File: config.mk
export PLATFORM = sky130hd
export DESIGN_NAME = sleep_wakeup_controller
export DESIGN_NICKNAME = d
export VERILOG_FILES = /design/src/sleep_wakeup_pkg.sv /design/src/sleep_wakeup_controller.sv
export SDC_FILE = /design/constraint.sdc
export NUM_CORES = 1
export LEC_CHECK = 0
export BUFFER_PORTS_ARGS = -buffer_cell sky130_fd_sc_hd__buf_2
export CORE_MARGIN = 2
export CORE_UTILIZATION = 48
export CTS_BUF_LIST = sky130_fd_sc_hd__clkbuf_8
export DETAILED_ROUTE_END_ITERATION = 8
export PLACE_DENSITY = 0.9
export SKIP_CTS_REPAIR_TIMING = 1
export SLEW_MARGIN = 10
export SYNTH_ARGS = -nofsm -noshare
export SYNTH_HDL_FRONTEND = slang
export SYNTH_SLANG_ARGS = --single-unit
File: constraint.sdc
create_clock -name clock_i -period 2.5 [get_ports clock_i]
set_input_delay 0.125 -clock clock_i [delete_from_list [all_inputs] [get_ports clock_i]]
set_output_delay 0.125 -clock clock_i [all_outputs]
set_load 0.005 [all_outputs]
File: src/sleep_wakeup_pkg.sv
/*
 * Constants and state type for the sleep and wake-up controller.
 * Assumes a single 200 MHz clock and a synchronous active-high reset.
 */
package sleep_wakeup_pkg;

   localparam int unsigned CLOCK_MHZ = 200;
   localparam int unsigned STATUS_PD_BIT = 3;
   localparam int unsigned STATUS_TO_BIT = 4;
   localparam logic POWERDOWN_FLAG_RESET = 1'b1;
   localparam logic TIMEOUT_FLAG_RESET = 1'b1;
   localparam logic [12:0] IRQ_VECTOR = 13'h0004;
   localparam int unsigned OSC_START_PERIODS = 1024;
   localparam int unsigned OSC_DIV_DEFAULT = 4;
   localparam int unsigned DUMMY_CYCLES = 2;
   localparam int unsigned NUM_PERIPH = 9;

   typedef enum logic [2:0] {
      ST_RUN = 3'b000,
      ST_SLEEP = 3'b001,
      ST_OSC_WAIT = 3'b011,
      ST_PREFETCH = 3'b010,
      ST_DUMMY = 3'b110
   } wake_state_t;

endpackage : sleep_wakeup_pkg
File: src/sleep_wakeup_controller.sv
/*
 * Sleep and wake-up controller: enters power-down on the sleep instruction,
 * updates the status flags and watchdog, waits for a wake source and sequences
 * the return to execution in line or through the interrupt vector.
 * Assumes the core pulses sleep_exec_i for one cycle per sleep instruction and
 * that peripheral wake requests come only from units that can run unclocked.
 */
//
// Contract
// Sleep instruction enters power-down.
// Entry clears watchdog, clears powerdown, sets timeout, stops oscillator.
// I/O pins hold their drive state asleep.
// Wake on reset pin, watchdog, or interrupt.
// Reset pin resets; other sources resume execution.
// Powerdown flag set at power-up, cleared by sleep.
// Watchdog wake clears timeout flag.
// Only clock-independent peripherals may wake.
// Clock-dependent peripherals raise nothing while asleep.
// Sleep prefetches instruction at next address.
// Enabled source wakes regardless of global enable.
// Run prefetched instruction, then in line or vector.
// Pending enabled interrupt turns sleep into no-op.
// Interrupt during sleep: complete entry, wake immediately.
// Crystal wake waits 1024 oscillator periods (code waits OST_PERIODS + 1, i.e. 1025).
// Vectored wake inserts two dummy cycles.
`timescale 1ns/10ps
module sleep_wakeup_controller
   import sleep_wakeup_pkg::*;
#(
   parameter int unsigned OSC_DIV = OSC_DIV_DEFAULT,
   parameter int unsigned OST_PERIODS = OSC_START_PERIODS,
   parameter int unsigned IO_WIDTH = 8
) (
   input wire logic clock_i,
   input wire logic rst_i,
   input wire logic sleep_exec_i,
   input wire logic master_clear_pin_i,
   input wire logic watchdog_enable_i,
   input wire logic watchdog_timeout_i,
   input wire logic external_irq_flag_i,
   input wire logic external_irq_enable_i,
   input wire logic port_b_change_flag_i,
   input wire logic port_b_change_enable_i,
   input wire logic [NUM_PERIPH-1:0] periph_flag_i,
   input wire logic [NUM_PERIPH-1:0] periph_enable_i,
   input wire logic periph_group_enable_i,
   input wire logic [NUM_PERIPH-1:0] periph_clockless_i,
   input wire logic global_irq_enable_i,
   input wire logic crystal_mode_i,
   input wire logic [IO_WIDTH-1:0] io_out_i,
   input wire logic [IO_WIDTH-1:0] io_oe_i,
   output logic powerdown_flag_o,
   output logic timeout_flag_o,
   output logic watchdog_clear_o,
   output logic osc_enable_o,
   output logic asleep_o,
   output logic device_reset_o,
   output logic hold_fetch_o,
   output logic exec_prefetched_o,
   output logic dummy_cycle_o,
   output logic vector_load_o,
   output logic [12:0] vector_addr_o,
   output logic [IO_WIDTH-1:0] io_out_o,
   output logic [IO_WIDTH-1:0] io_oe_o
);

   localparam int unsigned OST_W = $clog2(OST_PERIODS + 1);
   localparam int unsigned DIV_W = $clog2(OSC_DIV + 1);

   initial begin
      if (OSC_DIV < 1 || OST_PERIODS < 1 || IO_WIDTH < 1) begin
         $error("sleep_wakeup_controller: parameters must be at least one");
      end
   end

   wake_state_t state_q, state_d;
   logic powerdown_q;
   logic timeout_q;
   logic wdt_clear_q;
   logic osc_en_q;
   logic asleep_q;
   logic hold_q;
   logic dev_reset_q;
   logic exec_pref_q;
   logic dummy_q;
   logic vec_load_q;
   logic vectored_q;
   logic [IO_WIDTH-1:0] io_out_q;
   logic [IO_WIDTH-1:0] io_oe_q;
   logic [OST_W-1:0] ost_cnt_q;
   logic [DIV_W-1:0] div_cnt_q;
   logic [1:0] dummy_cnt_q;

   // Peripherals that need the core clock are masked out while asleep.
   wire logic asleep = (state_q == ST_SLEEP);
   wire logic [NUM_PERIPH-1:0] periph_ok =
      periph_flag_i & periph_enable_i & (asleep ? periph_clockless_i : {NUM_PERIPH{1'b1}});
   wire logic irq_pending = (external_irq_flag_i & external_irq_enable_i)
      | (port_b_change_flag_i & port_b_change_enable_i)
      | (periph_group_enable_i & (|periph_ok));
   wire logic sleep_take = (state_q == ST_RUN) && sleep_exec_i;
   wire logic sleep_enter = sleep_take && !irq_pending;
   wire logic wdt_wake = asleep && watchdog_enable_i && watchdog_timeout_i;
   wire logic irq_wake = asleep && irq_pending;
   wire logic wake = wdt_wake || irq_wake;
   wire logic osc_tick = (div_cnt_q == DIV_W'(OSC_DIV - 1));
   wire logic ost_done = (ost_cnt_q == OST_W'(OST_PERIODS)) && osc_tick;

   always_comb begin
      state_d = state_q;
      case (state_q)
         ST_RUN: begin
            if (sleep_enter) begin
               state_d = ST_SLEEP;
            end
         end
         ST_SLEEP: begin
            if (wake) begin
               state_d = crystal_mode_i ? ST_OSC_WAIT : ST_PREFETCH;
            end
         end
         ST_OSC_WAIT: begin
            if (ost_done) begin
               state_d = ST_PREFETCH;
            end
         end
         ST_PREFETCH: begin
            state_d = vectored_q ? ST_DUMMY : ST_RUN;
         end
         ST_DUMMY: begin
            if (dummy_cnt_q == 2'(DUMMY_CYCLES - 1)) begin
               state_d = ST_RUN;
            end
         end
         default: begin
            state_d = ST_RUN;
         end
      endcase
   end

   // Master clear synchronously resets state, flags and counters; pin and pulse output registers reset on rst_i only.
   wire logic full_reset = rst_i || master_clear_pin_i;

   always_ff @(posedge clock_i) begin
      if (full_reset) begin
         state_q <= ST_RUN;
      end else begin
         state_q <= state_d;
      end
   end

   always_ff @(posedge clock_i) begin
      if (full_reset) begin
         powerdown_q <= POWERDOWN_FLAG_RESET;
         timeout_q <= TIMEOUT_FLAG_RESET;
      end else if (sleep_enter) begin
         powerdown_q <= 1'b0;
         timeout_q <= 1'b1;
      end else if (wdt_wake) begin
         timeout_q <= 1'b0;
      end
   end

   always_ff @(posedge clock_i) begin
      if (full_reset) begin
         wdt_clear_q <= 1'b0;
         osc_en_q <= 1'b1;
         asleep_q <= 1'b0;
         hold_q <= 1'b0;
         vectored_q <= 1'b0;
      end else begin
         wdt_clear_q <= sleep_enter;
         osc_en_q <= !(state_d == ST_SLEEP || state_d == ST_OSC_WAIT);
         asleep_q <= (state_d == ST_SLEEP || state_d == ST_OSC_WAIT);
         hold_q <= (state_d == ST_SLEEP || state_d == ST_OSC_WAIT);
         if (wake) begin
            vectored_q <= irq_wake && !wdt_wake && global_irq_enable_i;
         end
      end
   end

   // Pins are frozen at entry and released once execution resumes.
   always_ff @(posedge clock_i) begin
      if (rst_i) begin
         io_out_q <= '0;
         io_oe_q <= '0;
      end else if (state_d == ST_RUN || state_d == ST_PREFETCH || state_d == ST_DUMMY) begin
         io_out_q <= io_out_i;
         io_oe_q <= io_oe_i;
      end
   end

   // Oscillator start-up counter on a divided enable.
   always_ff @(posedge clock_i) begin
      if (full_reset || state_q != ST_OSC_WAIT) begin
         div_cnt_q <= '0;
         ost_cnt_q <= '0;
      end else if (osc_tick) begin
         div_cnt_q <= '0;
         if (ost_cnt_q != OST_W'(OST_PERIODS)) begin
            ost_cnt_q <= ost_cnt_q + OST_W'(1);
         end
      end else begin
         div_cnt_q <= div_cnt_q + DIV_W'(1);
      end
   end

   always_ff @(posedge clock_i) begin
      if (full_reset || state_q != ST_DUMMY) begin
         dummy_cnt_q <= '0;
      end else begin
         dummy_cnt_q <= dummy_cnt_q + 2'd1;
      end
   end

   always_ff @(posedge clock_i) begin
      if (rst_i) begin
         dev_reset_q <= 1'b1;
         exec_pref_q <= 1'b0;
         dummy_q <= 1'b0;
         vec_load_q <= 1'b0;
      end else begin
         dev_reset_q <= master_clear_pin_i;
         exec_pref_q <= (state_d == ST_PREFETCH);
         dummy_q <= (state_d == ST_DUMMY);
         vec_load_q <= (state_q == ST_DUMMY) && (state_d == ST_RUN);
      end
   end

   assign powerdown_flag_o = powerdown_q;
   assign timeout_flag_o = timeout_q;
   assign watchdog_clear_o = wdt_clear_q;
   assign osc_enable_o = osc_en_q;
   assign asleep_o = asleep_q;
   assign device_reset_o = dev_reset_q;
   assign hold_fetch_o = hold_q;
   assign exec_prefetched_o = exec_pref_q;
   assign dummy_cycle_o = dummy_q;
   assign vector_load_o = vec_load_q;
   assign vector_addr_o = IRQ_VECTOR;
   assign io_out_o = io_out_q;
   assign io_oe_o = io_oe_q;

endmodule : sleep_wakeup_controller

==> impl_metrics.ini <==
[grt]
grt_usage_pct = 19.4
grt_max_degree = 21
antenna_found_initial = 0
grt_pass1_vias = 1593
grt_pass1_wl_um = 6790
overflow = 0

[drt]
drtIter0Drc = 122
route.detailed.wl_per_inst_um = 12.8
drt_wl_total_um = 4390
vias_per_cell = 5.06
num_vias = 1729
drcViolationCount = 0
ant_nets = 0
dr.pass1.iters = 4

[clocking]
cts_buffers = 5
clock_latency_ns = 0.30
clockBufferDepth = 2
htreeDepth = 2
root_buffer = clkbuf_8
path_clk_slew_ns = 0.09
cts_tree = done
clock_sinks = 45

[cells_and_area]
diodes = 0
nNetsFinal = 352
syn_to_final_growth_pct = 21.8
drive_gt1_share_pct = 31.8
utilization_pct = 60.8
stdcell_area_um2 = 2450
fillers = 369

[yosys]
yosys.area.top_type_share_pct = 44.8
yosysTopAreaCell = dfxtp_1
syn_inst = 210
synth.avg_cell_area_um2 = 9.57
synth_edf_count = 0
synthFlopType = dfxtp_1
yosysSeqAreaShare_pct = 44.8
synthDistinctLibCells = 45
ys_top_cells_by_area = dfxtp_1 (45%), mux2i_1 (8.0%), nor2_1 (6.5%)
synthesis.area_um2 = 2010
synth-seq-cells = 45
synth_warnings = 0
async_flop_share_pct = 0

[sta]
rsz0062_at_grt = no
fin_tns_setup_ns = 0
slew_headroom_pct = 65.6
fin_crit_sh_pct = 90.1
clock_skew_ns = 0.00801
setup_viol = 0
hold_slack_ns = 0.0530
tightest_slew_ns = 0.515
hold_viol_final = 0
layout_min_cycle_time_ns = 2.25
fmax_ghz = 0.444
drv_slew = 0

[setup_path]
path_max_fanout = 19
arrival_ns = 2.43
required_ns = 2.68
start_kind = flip-flop
path_class = flip-flop to flip-flop
worst_setup_path_end_kind = flip-flop
reg2reg_to = io_out_o[2]
reg2reg_depth = 6
reg2reg_from = state_q[0]
reg2reg_setup_slack_ns = 0.25

[power_and_ir_drop]
finalPower_mw = 1.34
power.density_nw_per_um2 = 547
p_leak_nw = 1.10
vdd_drop_max_mv = 0.371

[run_status]
status = complete, no violations

[min_path]
min_to = io_oe_o[6]
hold_class = input port to flip-flop
whs_path_depth = 3
hold_start = io_oe_i[6]

[flow_run]
drv_cap = 0

[floorplan]
die-area_um2 = 4720
rows = 23
fp.dieH_um = 68.7
io_pins = 95
die_x_um = 68.7
start_util_pct = 49.9
core-area_um2 = 4030

[place]
dpl_cell_area_um2 = 2370
portBuffers = 81
dp_hpwl_um = 3250
gp_congestion = 0.815
cells in the mapped netlist (3+ instances only):
cell type   n
dfxtp_1    45
nor2_1     35
mux2i_1    16
buf_4      14
o211ai_1   11
nand3_1     9
nand2_1     8
xor2_1      8
inv_1       6
ha_1        5
nor3_1      4
a21oi_1     3
and3_1      3
clkbuf_1    3
nand4_1     3
nor3b_1     3
cell type report:
cell class	count	area (um^2)	share of cell area [%]
tap	50	62.6	2.55
sequential	45	901	36.8
multi-input combinational	147	950	38.8
clock buffer	5	68.8	2.81
timing repair buffer	83	420	17.2
clock inverter	3	13.8	0.562
inverter	9	33.8	1.38
worst max-delay path by stage:
stage | from | end | slack [ns] | cells past startpoint
3_5_place_dp | state_q[0] | io_oe_o[2] | 0.29 | 6
3_3_place_gp | state_q[0] | io_out_o[5] | 0.39 | 6
5_1_grt | state_q[0] | io_out_o[5] | 0.14 | 6
2_1_floorplan | state_q[0] | io_oe_o[0] | 0.49 | 9
6_report | state_q[0] | io_out_o[2] | 0.25 | 6
4_1_cts | state_q[0] | io_oe_o[2] | 0.26 | 6
sequential cells by signal, indices dropped and copies added (netlist names), 2 cells and up:
name         count
io_out_o         8
ost_cnt_q       11
div_cnt_q        3
dummy_cnt_q      2
io_oe_o          8
state_q          3
logic make-up (layout without fill, tap and decap cells):
| group | Yosys count | in the layout | synth area share (%) |
|---|---|---|---|
| compound gates | 24 | 24 | 9.40 |
| xor+xnor | 10 | 10 | 4.36 |
| fa+ha+maj | 5 | 5 | 3.11 |
| buf+inv | 29 | 100 | 10.0 |
| flops | 45 | 45 | 44.8 |
| mux | 16 | 16 | 7.96 |
| other cells | 2 | 13 | 0.374 |
| simple gates | 79 | 79 | 20.0 |
power by group:
part / switching [mW] / internal, mW
Clock: 0.241 / 0.190
Sequential: 0.0116 / 0.739
Combinational: 0.0766 / 0.0827
Total: 0.329 / 1.01
cell usage in the layout, fill, tap and decap left out, drive strengths merged, types with 4 or more instances in the layout:
cell type,n
ha,5
mux2i,16
nor3,4
clkinv,4
xor2,8
conb,13
inv,8
o211ai,11
buf,83
dfxtp,45
nand3,9
nand2,8
nor2,35
clkbuf,5
critical path: stages, from the launching register on:
cell,delay [ns]
dfxtp_1,0.45
or3b_1,0.51
o211ai_1,0.21
and4b_1,0.25
a31o_4,0.39
mux2i_1,0.25
nor2_1,0.06
through the flow:
step           instances  worst slack, ns
6_report             342            0.247
5_1_grt              342            0.141
4_1_cts              342            0.265
3_5_place_dp         334            0.290
3_3_place_gp         334            0.385
2_1_floorplan        221            0.488
routing by layer:
layer / part of all wire (%) / track usage [%] / routed length (um)
met4: 1.8 / 10.3 / 78
met3: 5.7 / 4.71 / 252
met2: 54 / 35.3 / 2390
met5: 0 / 0 / 0
met1: 38 / 20.4 / 1670
No activity file was read; power rests on OpenSTA's default activity.
